### src/verilog/extint_regs.svh
// Register offsets, field positions, reset values and timing counts of the external interrupt detector
`ifndef EXTINT_REGS_SVH
`define EXTINT_REGS_SVH

// ------------------------------------------------------------
// Geometry
// ------------------------------------------------------------
`define EXTINT_NCH          24
`define EXTINT_NBANK        3
`define EXTINT_BANK_CH      8
`define EXTINT_WAKE_CH      16
`define EXTINT_EDGE_CH      16
`define EXTINT_ADDR_W       12

// ------------------------------------------------------------
// Offsets (byte addresses)
// ------------------------------------------------------------
`define EXTINT_BANK0_ADDR   12'h040
`define EXTINT_BANK1_ADDR   12'h0C0
`define EXTINT_BANK2_ADDR   12'h0C4
`define EXTINT_EVT_ST_ADDR  12'h100
`define EXTINT_EVT_MK_ADDR  12'h104

// ------------------------------------------------------------
// Fields of a bank word
// ------------------------------------------------------------
`define EXTINT_PEND_LSB     24
`define EXTINT_MASK_LSB     16
`define EXTINT_SENSE_LSB    0

// ------------------------------------------------------------
// Reset values and timing
// ------------------------------------------------------------
`define EXTINT_SENSE_RST    48'h000000000000
`define EXTINT_MASK_RST     24'h000000
`define EXTINT_MIN_HOLD_CYC 3
`define EXTINT_RESP_OKAY    2'h0
`define EXTINT_RESP_SLVERR  2'h2

`endif

### src/verilog/extint_pkg.sv
// Types shared by the external interrupt detector
package extint_pkg;

	// Sense code order matches the two-bit codes 00, 01, 10, 11
	typedef enum logic [1:0] {
		EXTINT_SENSE_LOW,
		EXTINT_SENSE_HIGH,
		EXTINT_SENSE_RISE,
		EXTINT_SENSE_FALL
	} extint_sense_e;

	typedef enum logic {
		EXTINT_WR_COLLECT,
		EXTINT_WR_RESP
	} extint_wr_state_e;

endpackage

### src/verilog/extint_top.sv
// External interrupt detector with AXI4-Lite register access
`timescale 1ns/1ps
`include "extint_regs.svh"

// Contract
// - Code 10 rising edge, 11 falling edge, channels 0-15 only
// - Channels 0-15 wake from stop, any code; the logic wakes only on unmasked pending channels
// - Unmasked channel condition requests the controller
// - Clear and unmask accepted in one write
// - Edges need three cycles of hold
// - Levels need three cycles of hold
// - Held level re-requests after pending cleared
// - Latched level request stays until cleared
// - Code 00 low level, 01 high level
// - Unmask forwards; masked still latches pending
// - Write zero clears pending, one ignored
module extint_top (
	input  wire logic                     clk_i,
	input  wire logic                     resetn_i,
	// Request pins and stop mode
	input  wire logic [`EXTINT_NCH-1:0]   req_pin_i,
	input  wire logic                     stop_i,
	output logic      [`EXTINT_NCH-1:0]   irq_req_o,
	output logic                          wake_o,
	output logic                          irq_o,
	// AXI4-Lite write address
	input  wire logic                     axi_awvalid_i,
	output logic                          axi_awready_o,
	input  wire logic [`EXTINT_ADDR_W-1:0] axi_awaddr_i,
	input  wire logic [2:0]               axi_awprot_i,
	// AXI4-Lite write data
	input  wire logic                     axi_wvalid_i,
	output logic                          axi_wready_o,
	input  wire logic [31:0]              axi_wdata_i,
	input  wire logic [3:0]               axi_wstrb_i,
	// AXI4-Lite write response
	output logic                          axi_bvalid_o,
	input  wire logic                     axi_bready_i,
	output logic      [1:0]               axi_bresp_o,
	// AXI4-Lite read address
	input  wire logic                     axi_arvalid_i,
	output logic                          axi_arready_o,
	input  wire logic [`EXTINT_ADDR_W-1:0] axi_araddr_i,
	input  wire logic [2:0]               axi_arprot_i,
	// AXI4-Lite read data
	output logic                          axi_rvalid_o,
	input  wire logic                     axi_rready_i,
	output logic      [31:0]              axi_rdata_o,
	output logic      [1:0]               axi_rresp_o
);

	localparam logic [`EXTINT_ADDR_W-1:0] BANK_ADDR [`EXTINT_NBANK] = '{
		`EXTINT_BANK0_ADDR, `EXTINT_BANK1_ADDR, `EXTINT_BANK2_ADDR
	};

	// ------------------------------------------------------------
	// State
	// ------------------------------------------------------------
	logic [2*`EXTINT_NCH-1:0]             sense_r;
	logic [`EXTINT_NCH-1:0]               unmask_r;
	logic [`EXTINT_NCH-1:0]               pend;
	logic [`EXTINT_NCH-1:0]               det;
	logic [`EXTINT_NCH-1:0]               clr;
	logic [`EXTINT_NCH-1:0]               evt_stat_r;
	logic [`EXTINT_NCH-1:0]               evt_mask_r;
	logic                                 wake_r;

	extint_pkg::extint_wr_state_e         wr_state_r;
	logic                                 aw_have_r;
	logic                                 w_have_r;
	logic [`EXTINT_ADDR_W-1:0]            waddr_r;
	logic [31:0]                          wdata_r;
	logic [3:0]                           wstrb_r;
	logic [1:0]                           bresp_r;
	logic                                 rvalid_r;
	logic [31:0]                          rdata_r;
	logic [1:0]                           rresp_r;

	logic                                 do_wr;
	logic [`EXTINT_NBANK-1:0]             wr_bank;
	logic                                 wr_evt_st;
	logic                                 wr_evt_mk;
	logic                                 wr_hit;
	logic [31:0]                          rd_word;
	logic                                 rd_hit;

	// ------------------------------------------------------------
	// Channels
	// ------------------------------------------------------------
	// Upper channels keep only the level codes, so edge hardware is left out there
	genvar gc;
	generate
		for (gc = 0; gc < `EXTINT_NCH; gc++) begin : g_ch
			extint_chan #(
				.EDGE_EN (gc < `EXTINT_EDGE_CH)
			) u_chan (
				.clk_i    (clk_i),
				.resetn_i (resetn_i),
				.pin_i    (req_pin_i[gc]),
				.sense_i  (extint_pkg::extint_sense_e'(sense_r[2*gc+1 -: 2])),
				.clr_i    (clr[gc]),
				.det_o    (det[gc]),
				.pend_o   (pend[gc])
			);
		end
	endgenerate

	// Masked channels still latch; only the forward path is gated
	assign irq_req_o = pend & unmask_r;

	// ------------------------------------------------------------
	// Stop-mode wake
	// ------------------------------------------------------------
	always_ff @(posedge clk_i) begin
		if (!resetn_i) begin
			wake_r <= 1'b0;
		end else begin
			wake_r <= stop_i && (|irq_req_o[`EXTINT_WAKE_CH-1:0]);
		end
	end

	assign wake_o = wake_r;

	// ------------------------------------------------------------
	// AXI4-Lite write channel
	// ------------------------------------------------------------
	assign axi_awready_o = (wr_state_r == extint_pkg::EXTINT_WR_COLLECT) && !aw_have_r;
	assign axi_wready_o  = (wr_state_r == extint_pkg::EXTINT_WR_COLLECT) && !w_have_r;
	assign do_wr         = (wr_state_r == extint_pkg::EXTINT_WR_COLLECT) && aw_have_r && w_have_r;
	assign axi_bvalid_o  = (wr_state_r == extint_pkg::EXTINT_WR_RESP);
	assign axi_bresp_o   = bresp_r;

	always_ff @(posedge clk_i) begin
		if (!resetn_i) begin
			aw_have_r <= 1'b0;
			waddr_r   <= '0;
		end else if (axi_awvalid_i && axi_awready_o) begin
			aw_have_r <= 1'b1;
			waddr_r   <= axi_awaddr_i;
		end else if (do_wr) begin
			aw_have_r <= 1'b0;
		end
	end

	always_ff @(posedge clk_i) begin
		if (!resetn_i) begin
			w_have_r <= 1'b0;
			wdata_r  <= '0;
			wstrb_r  <= '0;
		end else if (axi_wvalid_i && axi_wready_o) begin
			w_have_r <= 1'b1;
			wdata_r  <= axi_wdata_i;
			wstrb_r  <= axi_wstrb_i;
		end else if (do_wr) begin
			w_have_r <= 1'b0;
		end
	end

	always_ff @(posedge clk_i) begin
		if (!resetn_i) begin
			wr_state_r <= extint_pkg::EXTINT_WR_COLLECT;
			bresp_r    <= `EXTINT_RESP_OKAY;
		end else begin
			case (wr_state_r)
				extint_pkg::EXTINT_WR_COLLECT: begin
					if (do_wr) begin
						wr_state_r <= extint_pkg::EXTINT_WR_RESP;
						bresp_r    <= wr_hit ? `EXTINT_RESP_OKAY : `EXTINT_RESP_SLVERR;
					end
				end
				extint_pkg::EXTINT_WR_RESP: begin
					if (axi_bready_i) begin
						wr_state_r <= extint_pkg::EXTINT_WR_COLLECT;
					end
				end
				default: wr_state_r <= extint_pkg::EXTINT_WR_COLLECT;
			endcase
		end
	end

	// ------------------------------------------------------------
	// Write decode
	// ------------------------------------------------------------
	always_comb begin
		for (int b = 0; b < `EXTINT_NBANK; b++) begin
			wr_bank[b] = do_wr && (waddr_r == BANK_ADDR[b]);
		end
	end

	assign wr_evt_st = do_wr && (waddr_r == `EXTINT_EVT_ST_ADDR);
	assign wr_evt_mk = do_wr && (waddr_r == `EXTINT_EVT_MK_ADDR);
	assign wr_hit    = (|wr_bank) || wr_evt_st || wr_evt_mk;

	// Top byte clears pending on zeros; the same write may also unmask through byte lane 2
	always_comb begin
		for (int c = 0; c < `EXTINT_NCH; c++) begin
			clr[c] = wr_bank[c/`EXTINT_BANK_CH] && wstrb_r[3]
				&& !wdata_r[`EXTINT_PEND_LSB + (c % `EXTINT_BANK_CH)];
		end
	end

	always_ff @(posedge clk_i) begin
		if (!resetn_i) begin
			unmask_r <= `EXTINT_MASK_RST;
		end else begin
			for (int b = 0; b < `EXTINT_NBANK; b++) begin
				if (wr_bank[b] && wstrb_r[2]) begin
					unmask_r[b*`EXTINT_BANK_CH +: `EXTINT_BANK_CH]
						<= wdata_r[`EXTINT_MASK_LSB +: `EXTINT_BANK_CH];
				end
			end
		end
	end

	// A sense change may fake a detection; the pending flag then wants a clear
	always_ff @(posedge clk_i) begin
		if (!resetn_i) begin
			sense_r <= `EXTINT_SENSE_RST;
		end else begin
			for (int b = 0; b < `EXTINT_NBANK; b++) begin
				if (wr_bank[b] && wstrb_r[0]) begin
					sense_r[b*16 +: 8] <= wdata_r[`EXTINT_SENSE_LSB +: 8];
				end
				if (wr_bank[b] && wstrb_r[1]) begin
					sense_r[b*16+8 +: 8] <= wdata_r[`EXTINT_SENSE_LSB+8 +: 8];
				end
			end
		end
	end

	// ------------------------------------------------------------
	// Event status, mask and interrupt line
	// ------------------------------------------------------------
	always_ff @(posedge clk_i) begin
		if (!resetn_i) begin
			evt_stat_r <= '0;
		end else if (wr_evt_st) begin
			// A detection in the clearing cycle survives
			evt_stat_r <= (evt_stat_r & ~wdata_r[`EXTINT_NCH-1:0]) | det;
		end else begin
			evt_stat_r <= evt_stat_r | det;
		end
	end

	always_ff @(posedge clk_i) begin
		if (!resetn_i) begin
			evt_mask_r <= '0;
		end else if (wr_evt_mk) begin
			evt_mask_r <= wdata_r[`EXTINT_NCH-1:0];
		end
	end

	assign irq_o = |(evt_stat_r & evt_mask_r);

	// ------------------------------------------------------------
	// AXI4-Lite read channel
	// ------------------------------------------------------------
	always_comb begin
		rd_word = '0;
		rd_hit  = 1'b0;
		for (int b = 0; b < `EXTINT_NBANK; b++) begin
			if (axi_araddr_i == BANK_ADDR[b]) begin
				rd_hit  = 1'b1;
				rd_word = {pend[b*`EXTINT_BANK_CH +: `EXTINT_BANK_CH],
					unmask_r[b*`EXTINT_BANK_CH +: `EXTINT_BANK_CH],
					sense_r[b*16 +: 16]};
			end
		end
		if (axi_araddr_i == `EXTINT_EVT_ST_ADDR) begin
			rd_hit  = 1'b1;
			rd_word = {8'h00, evt_stat_r};
		end
		if (axi_araddr_i == `EXTINT_EVT_MK_ADDR) begin
			rd_hit  = 1'b1;
			rd_word = {8'h00, evt_mask_r};
		end
	end

	assign axi_arready_o = !rvalid_r;
	assign axi_rvalid_o  = rvalid_r;
	assign axi_rdata_o   = rdata_r;
	assign axi_rresp_o   = rresp_r;

	always_ff @(posedge clk_i) begin
		if (!resetn_i) begin
			rvalid_r <= 1'b0;
			rdata_r  <= '0;
			rresp_r  <= `EXTINT_RESP_OKAY;
		end else if (axi_arvalid_i && axi_arready_o) begin
			rvalid_r <= 1'b1;
			rdata_r  <= rd_word;
			rresp_r  <= rd_hit ? `EXTINT_RESP_OKAY : `EXTINT_RESP_SLVERR;
		end else if (axi_rready_i) begin
			rvalid_r <= 1'b0;
		end
	end

	// ------------------------------------------------------------
	// Checks
	// ------------------------------------------------------------
	AST_WAKE: assert property (@(posedge clk_i) disable iff (!resetn_i)
		(stop_i && (|(pend[`EXTINT_WAKE_CH-1:0] & unmask_r[`EXTINT_WAKE_CH-1:0]))) |=> wake_o)
		else $error("unmasked low channel did not wake");

	AST_COMBINED: assert property (@(posedge clk_i) disable iff (!resetn_i)
		(wr_bank[0] && wstrb_r[3] && wstrb_r[2] && !wdata_r[`EXTINT_PEND_LSB] && !det[0])
		|=> (unmask_r[0] == $past(wdata_r[`EXTINT_MASK_LSB])) && !pend[0])
		else $error("combined clear and unmask not applied");

	AST_FORWARD: assert property (@(posedge clk_i) disable iff (!resetn_i)
		(det[0] && unmask_r[0] && !wr_bank[0]) |=> irq_req_o[0])
		else $error("unmasked detection not forwarded");

	AST_MASKED: assert property (@(posedge clk_i) disable iff (!resetn_i)
		(det[1] && !unmask_r[1] && !wr_bank[0]) |=> pend[1] && !irq_req_o[1])
		else $error("masked channel forwarded or failed to latch");

	AST_BRESP: assert property (@(posedge clk_i) disable iff (!resetn_i)
		do_wr |=> axi_bvalid_o)
		else $error("write response missing");

endmodule

### src/verilog/extint_chan.sv
// One request channel: synchroniser, width filter, sense decode and pending flag
`timescale 1ns/1ps
`include "extint_regs.svh"

module extint_chan #(
	parameter bit EDGE_EN = 1'b1
) (
	input  wire logic                      clk_i,
	input  wire logic                      resetn_i,
	input  wire logic                      pin_i,
	input  wire extint_pkg::extint_sense_e sense_i,
	input  wire logic                      clr_i,
	output logic                           det_o,
	output logic                           pend_o
);

	logic                                  sync1_r;
	logic                                  sync2_r;
	logic [`EXTINT_MIN_HOLD_CYC-1:0]       hist_r;
	logic                                  filt_r;
	logic                                  filt_d_r;
	logic                                  pend_r;

	// ------------------------------------------------------------
	// Synchroniser and width filter
	// ------------------------------------------------------------
	always_ff @(posedge clk_i) begin
		if (!resetn_i) begin
			sync1_r <= 1'b1;
			sync2_r <= 1'b1;
		end else begin
			sync1_r <= pin_i;
			sync2_r <= sync1_r;
		end
	end

	// Idle high so a pulled-up pin does not fake a low-level request at reset
	always_ff @(posedge clk_i) begin
		if (!resetn_i) begin
			hist_r   <= '1;
			filt_r   <= 1'b1;
			filt_d_r <= 1'b1;
		end else begin
			hist_r   <= {hist_r[`EXTINT_MIN_HOLD_CYC-2:0], sync2_r};
			filt_d_r <= filt_r;
			if (&hist_r) begin
				filt_r <= 1'b1;
			end else if (~|hist_r) begin
				filt_r <= 1'b0;
			end
		end
	end

	// ------------------------------------------------------------
	// Sense decode
	// ------------------------------------------------------------
	always_comb begin
		case (sense_i)
			extint_pkg::EXTINT_SENSE_LOW:  det_o = !filt_r;
			extint_pkg::EXTINT_SENSE_HIGH: det_o = filt_r;
			extint_pkg::EXTINT_SENSE_RISE: det_o = EDGE_EN && filt_r && !filt_d_r;
			extint_pkg::EXTINT_SENSE_FALL: det_o = EDGE_EN && !filt_r && filt_d_r;
			default:                       det_o = 1'b0;
		endcase
	end

	// ------------------------------------------------------------
	// Pending flag: a detection wins over a clear in the same cycle
	// ------------------------------------------------------------
	always_ff @(posedge clk_i) begin
		if (!resetn_i) begin
			pend_r <= 1'b0;
		end else if (det_o) begin
			pend_r <= 1'b1;
		end else if (clr_i) begin
			pend_r <= 1'b0;
		end
	end

	assign pend_o = pend_r;

	// ------------------------------------------------------------
	// Checks
	// ------------------------------------------------------------
	AST_FILT_AGREE: assert property (@(posedge clk_i) disable iff (!resetn_i)
		$changed(filt_r) |-> $past(hist_r) == {`EXTINT_MIN_HOLD_CYC{filt_r}})
		else $error("filtered level moved without agreeing samples");

	AST_LOW_HELD: assert property (@(posedge clk_i) disable iff (!resetn_i)
		(!sync2_r)[*3] |=> ##1 !filt_r)
		else $error("three low samples did not reach the filter");

	AST_HIGH_HELD: assert property (@(posedge clk_i) disable iff (!resetn_i)
		(sync2_r)[*3] |=> ##1 filt_r)
		else $error("three high samples did not reach the filter");

	AST_RISE_SET: assert property (@(posedge clk_i) disable iff (!resetn_i)
		(EDGE_EN && sense_i == extint_pkg::EXTINT_SENSE_RISE && $rose(filt_r)) |=> pend_r)
		else $error("rising edge not latched");

	AST_FALL_SET: assert property (@(posedge clk_i) disable iff (!resetn_i)
		(EDGE_EN && sense_i == extint_pkg::EXTINT_SENSE_FALL && $fell(filt_r)) |=> pend_r)
		else $error("falling edge not latched");

	AST_LEVEL_SET: assert property (@(posedge clk_i) disable iff (!resetn_i)
		((sense_i == extint_pkg::EXTINT_SENSE_LOW && !filt_r)
		|| (sense_i == extint_pkg::EXTINT_SENSE_HIGH && filt_r)) |=> pend_r)
		else $error("active level not latched");

	AST_HOLD_CLR: assert property (@(posedge clk_i) disable iff (!resetn_i)
		(clr_i && sense_i == extint_pkg::EXTINT_SENSE_LOW && !filt_r) |=> pend_r)
		else $error("held level lost on clear");

	AST_LATCH: assert property (@(posedge clk_i) disable iff (!resetn_i)
		(pend_r && !clr_i) |=> pend_r)
		else $error("pending flag dropped without a clear");

	AST_CLEAR: assert property (@(posedge clk_i) disable iff (!resetn_i)
		(pend_r && clr_i && !det_o) |=> !pend_r)
		else $error("clear did not drop the pending flag");

	AST_NO_EDGE: assert property (@(posedge clk_i) disable iff (!resetn_i)
		(!EDGE_EN && sense_i[1]) |-> !det_o)
		else $error("edge code detected on a level-only channel");

endmodule

### config.mk
export PLATFORM = sky130hd
export DESIGN_NAME = extint_top
export DESIGN_NICKNAME = d
export VERILOG_FILES = /design/src/verilog/extint_pkg.sv /design/src/verilog/extint_top.sv /design/src/verilog/extint_chan.sv
export VERILOG_INCLUDE_DIRS = /design/src /design/src/verilog
export SDC_FILE = /design/constraint.sdc
export NUM_CORES = 1
export LEC_CHECK = 0
export ABC_AREA = 1
export BUFFER_PORTS_ARGS = -buffer_cell sky130_fd_sc_hd__buf_2
export CAP_MARGIN = 25
export CORE_AREA = 2 2 195 197
export CTS_CLUSTER_SIZE = 24
export DETAILED_ROUTE_END_ITERATION = 8
export DIE_AREA = 0 0 197 199
export PLACE_DENSITY_LB_ADDON = 0.1
export SYNTH_ARGS = -nofsm -noshare
export SYNTH_HDL_FRONTEND = slang
export SYNTH_SLANG_ARGS = --single-unit
### constraint.sdc
create_clock -name clk_i -period 3.35 [get_ports clk_i]
set_input_delay 0.67 -clock clk_i [delete_from_list [all_inputs] [get_ports clk_i]]
set_output_delay 0.67 -clock clk_i [all_outputs]
set_load 0.03 [all_outputs]
# Yosys cells after proc, flatten, opt, wreduce, memory -nomap -nowiden
# Cells that the tools add are included.
totals:
  regBits: 393
  word_cells: 610
  in_bits: 98
  output_inout_bits: 67
classes:
  bitwise_logic: 8
  reduce_logical: 269
  n_eq_ne: 82
  muxes: 93
op_table:
  columns: ["op", "count"]
  rows:
  - ["32-bit two-way mux", 5]
  - ["2-bit == test (second input constant)", 48]
  - ["1-bit logical AND", 81]
  - ["3-bit OR reduction", 25]
  - ["24-bit AND", 3]
  - ["3-bit AND reduction", 24]
  - ["1-bit one-hot mux with 4 select lines", 16]
  - ["2-bit OR reduction", 32]
  - ["1-bit two-way mux", 60]
  - ["2-bit nonzero test", 27]
  - ["1-bit logical NOT", 51]
  - ["12-bit by 8-bit == test with 1-bit output (second input constant)", 4]
  - ["12-bit by 9-bit == test with 1-bit output (second input constant)", 4]
  - ["2-bit by 1-bit == test with 1-bit output (second input constant)", 24]
  - ["2-bit logical NOT", 24]
  - ["24-bit OR", 2]
  - ["12-bit by 7-bit == test with 1-bit output (second input constant)", 2]
  - ["24-bit two-way mux", 1]
  - ["24-bit inverter", 1]
  - ["1-bit one-hot mux with 3 select lines", 8]
  - ["24-bit OR reduction", 1]
  - ["16-bit OR reduction", 1]
  - ["2-bit two-way mux", 2]
  - ["1-bit logical OR", 2]
  - ["other kinds (3)", 4]

# Depth between registers and ports, before layout
logic_depth:
  depth_word: 8
  depth_mapped: 11
  ltp_nobuf: 10

# By module
# Synthesis repeated with hierarchy kept, for this count alone.
unflattened:
  hier_cells: 2361
  hier_area_um2: 16423.3
modules_own_cells:
  columns: ["module", "area_each_um2", "cells_each", "seq_area_each_um2", "instances"]
  rows:
  - ["extint_top", 9436.6, 1393, 4144.0, 1]
  - ["extint_chan at g_ch[0].u_chan ...", 314.1, 44, 160.2, 16]
  - ["extint_chan at g_ch[16].u_chan ...", 245.2, 33, 140.1, 8]

# Worst setup path before layout
# OpenSTA, ideal clock, no wires.
synth_timing:
  path_kind: "input to register"
  from: "input axi_araddr_i[5]"
  to: "register rdata_r[16] (netlist: axi_rdata_o[16])"
  path_buffers: 1
  setup_ns: 0.070
  setup_slack_ns: 1.530
  path_stages: 8
  t_required_ns: 3.280
  arrival_time_ns: 1.749
  path_cell_list: "nor2_1 -> nand2_1 -> nor3_2 -> buf_2 -> nand2_1 -> nand3_1 -> nand2_1 -> a21oi_1"
synth_via:
  elab_chain_cells: 6
  word_cells_on_any_way: 10
  classes_between: "5 x eq/ne; 5 x mux"
synth_lines:
  columns: ["element", "line", "text"]
  rows:
  - ["from (decl)", "extint_top.sv:43", "input wire logic [`EXTINT_ADDR_W-1:0] axi_araddr_i,"]
  - ["12-bit by 7-bit == test with 1-bit output", "extint_top.sv:262", "if (axi_araddr_i == BANK_ADDR[b]) begin"]
  - ["32-bit two-way mux (3 in a row)", "extint_top.sv:262", null]
  - ["32-bit two-way mux", "extint_top.sv:269", "if (axi_araddr_i == `EXTINT_EVT_ST_ADDR) begin"]
  - ["32-bit two-way mux *", "extint_top.sv:273", "if (axi_araddr_i == `EXTINT_EVT_MK_ADDR) begin"]
  - ["to (signal assigned)", "extint_top.sv:291", "rdata_r <= rd_word;"]
  - ["to (decl)", "extint_top.sv:76", "logic [31:0] rdata_r;"]
# Mark *: on every way between the ends. The rest lies on a longest branch, timed or not.
# A chain may end at the register's enable or synchronous reset.

# Worst setup path after layout
layout_timing:
  from: "register evt_mask_r[7]"
  to: "output irq_o"
layout_via:
  elab_chain_cells: 2
layout_lines:
  columns: ["element", "line", "text"]
  rows:
  - ["from (decl)", "extint_top.sv:65", "logic [`EXTINT_NCH-1:0] evt_mask_r;"]
  - ["from (signal assigned)", "extint_top.sv:249", "evt_mask_r <= wdata_r[`EXTINT_NCH-1:0];"]
  - ["24-bit AND", "extint_top.sv:253", "assign irq_o = |(evt_stat_r & evt_mask_r);"]
  - ["24-bit OR reduction", "extint_top.sv:253", null]
  - ["to (decl)", "extint_top.sv:25", "output logic irq_o,"]
# No other way between the ends.

==> run_results.csv <==
group,metric,value,unit
power_and_ir_drop,peakVddDrop,0.000348,V
routing,ant_nets,0,
power_and_ir_drop,p_switching,2.23,mW
grt,antenna_found_initial,0,
power_and_ir_drop,p_per_area,579,mW/mm2
floorplan,chipHeight,199,um
power_and_ir_drop,total_leakage_power,7.04,nW
timing,layout_worst_path_cycle_share,0.880,
critical_path,r2r_slack,0.92,ns
yosys,ys.warnings.count,0,
yosys,netlist_instances,1846,
clocking,clk_latency,0.54,ns
clocking,tritoncts,"yes",
finish,finish.utilization,0.471,
power_and_ir_drop,intPower,7.89,mW
power_and_ir_drop,combPwrFrac,0.043,
power_and_ir_drop,p_total,10.1,mW
timing,hold_violations,0,
clocking,htreeDepth,2,
clocking,cts_made_buffers,43,
critical_path,worst-path-max-fanout,2,
critical_path,crit_arrival,2.28,ns
clocking,cts.reportedPaths.clkPinSlew,0.06,ns
finish,diodes,0,
yosys,synth_top_cells_by_area,"dfxtp_1, a21oi_1, nand2_1, o21ai_0, or2_2",
yosys,synth_ff_type,"dfxtp_1",
place,io_buffer_count,156,
floorplan,design.core.area,0.0371,mm2
routing,viasPerCell,4.99,
yosys,synth_cell_type_count,32,
place,globalplace.congestion,0.898,
timing,fin_skew,0.0132,ns
grt,grt_pass1_vias,11704,
critical_path,start_kind,"flop",
critical_path,end_kind,"primary output",
critical_path,reg2regPathDepth,9,
yosys,ys_seq_area_frac,0.532,
grt,grt_pass1_wl,64900,um
timing,final-setup-viol-count,0,
timing,worst_pin_slew,0.844,ns
grt,grt_use_total,0.214,
timing,rsz0062_at_grt,"false",
floorplan,start_util,0.397,
clocking,cts_sinks,391,
finish,fillCellCount,3751,
finish,syn_to_final_growth,18.7,%
timing,fin_crit,2.95,ns
routing,drtIter0Drc,639,
timing,max_slew_margin,0.432,
floorplan,rows,71,
yosys,syn_avg_cell_area,7.98,um2
yosys,ys_seq_elements,391,
min_path,hp-start,"req_pin_i[17]",
timing,setup_slack,0.402,ns
routing,vias,12413,
critical_path,rr_startpoint,"aw_have_r$_SDFFE_PN0P_",
timing,fmax,0.339,GHz
routing,routed_wl,41600,um
clocking,ctsHoldBuffers,0,
yosys,synth_edf_count,0,
place,hpwl,29900,um
clocking,clockBufferDepth,3,
routing,drt-pass1-iter-count,4,
critical_path,worstSetupPathType,"reg2out",
yosys,synth_top_area_share,0.532,
yosys,yosysTopAreaCell,"dfxtp_1",
finish,drive_gt1_frac,0.194,
yosys,synth_area,0.0147,mm2
min_path,whs_endpoint,"g_ch[17].u_chan.sync1_r$_SDFF_PN1_",
min_path,hold_path_class,"in2reg",
finish,nets,2080,
run,cap_violations,0,
power_and_ir_drop,seqPwrFrac,0.479,
timing,fin_tns_setup,0,ns
floorplan,fp.dieW,197,um
grt,grt.overflow.total,0,
clocking,post_cts_buffers,0,
floorplan,io_pins,165,
power_and_ir_drop,switching_share,0.220,
min_path,hold_depth,2,
power_and_ir_drop,p_clk_frac,0.478,
clocking,ctsResizeCount,0,
clocking,cts_root_buf,"clkbuf_16",
place,place_inst,2411,
floorplan,die_area,0.0392,mm2
finish,final_cells,2488,
timing,final_max_slew_viol_count,0,
critical_path,crit_required,2.68,ns
routing,wl_per_cell,16.7,um
critical_path,r2r_end,"sense_r[41]$_SDFFE_PN0P_",
routing,drc_errors,0,
run_status,outcome,"finished clean",
grt,grt_start_max_net_pins,107,
place,post-place-ws,0.775,ns
yosys,async_flop_share,0,
==> routing by layer <==
metal | GRT usage | wire length, um | vias up
met2 | 0.361 | 19200 | 277
met1 | 0.274 | 18800 | 5747
li1 | - | - | 6316
met5 | 0 | 0 | -
met3 | 0.0305 | 1840 | 73
met4 | 0.0938 | 1740 | 0
==> how the worst max path moves through the flow <==
stage | depth (start not counted) | slack (ns) | to | start
final | 5 | 0.40 | irq_o | evt_mask_r[7]$_SDFFE_PN0P_
after global routing | 5 | 0.30 | irq_o | evt_mask_r[7]$_SDFFE_PN0P_
after CTS | 5 | 0.41 | irq_o | evt_mask_r[7]$_SDFFE_PN0P_
after detailed placement | 4 | 0.77 | axi_rvalid_o$_SDFFE_PN0P_ | axi_arvalid_i
after global placement | 4 | 0.79 | axi_rvalid_o$_SDFFE_PN0P_ | axi_arvalid_i
after floorplan | 8 | 1.53 | axi_rdata_o[16]$_SDFFE_PN0P_ | axi_araddr_i[5]
==> per-stage QoR <==
stage          area, um2  hold WS (ns)
6_report           17500         0.323
5_1_grt            17500         0.305
4_1_cts            17500         0.293
3_5_place_dp       16000         0.398
3_3_place_gp       16000         0.396
2_1_floorplan      14700         0.393
==> cells in the mapped netlist (3+ instances only) <==
cell,number
buf_4,4
dfxtp_1,391
clkbuf_1,67
nor2_2,5
buf_2,18
nor3_1,22
nand4_1,7
o31ai_1,7
nand3_1,133
o211ai_1,16
nor4_1,6
buf_1,3
o22ai_1,23
a21oi_1,217
o21ai_0,189
inv_1,184
nand2_1,274
nor2_1,113
or2_2,120
o21bai_1,14
xor2_1,16
==> layout make-up <==
| cell class | count | area [um2] | area share |
|---|---|---|---|
| Sequential cell | 391 | 7830 | 0.448 |
| Multi-Input combinational cell | 1177 | 5830 | 0.334 |
| Clock inverter | 12 | 138 | 0.00787 |
| Inverter | 187 | 707 | 0.0404 |
| Clock buffer | 65 | 1340 | 0.0767 |
| Tap cell | 474 | 593 | 0.0339 |
| Timing Repair Buffer | 182 | 1040 | 0.0596 |
==> state kept, by name, summed over array words and instances (netlist names), 24 cells and up <==
register,cells
g_ch.u_chan.sync1_r,24
wdata_r,32
g_ch.u_chan.sync2_r,24
g_ch.u_chan.pend_o,24
axi_rdata_o,32
g_ch.u_chan.filt_r,24
evt_mask_r,24
g_ch.u_chan.hist_r,72
evt_stat_r,24
unmask_r,24
sense_r,48
==> worst max-delay path: stages, from the launching register on <==
cell and delay, ns:
dfxtp_1 0.31, inv_1 0.07, o22ai_1 0.09, nor4_1 0.73, nand4_1 0.28, buf_2 0.27
==> power by group through the flow <==
| stage | registers [mW] | logic [mW] | clock network (mW) |
|---|---|---|---|
| 2_1_floorplan | 4.91 | 0.279 | 0 |
| 3_3_place_gp | 4.95 | 0.432 | 0 |
| 3_5_place_dp | 4.95 | 0.438 | 0 |
| 4_1_cts | 4.85 | 0.440 | 4.95 |
| 5_1_grt | 4.86 | 0.493 | 5.15 |
| 6_report | 4.85 | 0.433 | 4.83 |
==> cell families after synthesis <==
| family | count (synthesis) | share of synthesized area |
|---|---|---|
| buffers and inverters | 279 | 0.0737 |
| flip-flops | 391 | 0.532 |
| other | 1 | 0.000255 |
| AND/OR/NAND/NOR | 688 | 0.216 |
| XOR/XNOR | 16 | 0.00952 |
| AO/OA/AOI/OAI | 471 | 0.169 |
==> cell usage in the layout, fill, tap and decap left out, types with 3 or more instances in the layout <==
| cell | Yosys | routed |
|---|---|---|
| o22ai_1 | 23 | 23 |
| nand2_2 | 2 | 3 |
| clkinv_2 | 0 | 8 |
| o21ai_0 | 189 | 189 |
| or2_2 | 120 | 120 |
| nor2_2 | 5 | 4 |
| nor3_1 | 22 | 22 |
| nand4_1 | 7 | 7 |
| buf_12 | 0 | 5 |
| buf_2 | 18 | 155 |
| o31ai_1 | 7 | 7 |
| clkbuf_1 | 67 | 6 |
| clkbuf_16 | 0 | 45 |
| nor2_1 | 113 | 113 |
| a21oi_1 | 217 | 217 |
| o21bai_1 | 14 | 14 |
| clkbuf_8 | 0 | 14 |
| nand3_1 | 133 | 133 |
| dfxtp_1 | 391 | 391 |
| xor2_1 | 16 | 16 |
| o211ai_1 | 16 | 16 |
| nand2_1 | 274 | 273 |
| bufinv_16 | 0 | 3 |
| buf_4 | 4 | 22 |
| inv_1 | 184 | 183 |
| nor4_1 | 6 | 5 |
(Power assumes the default switching activity.)
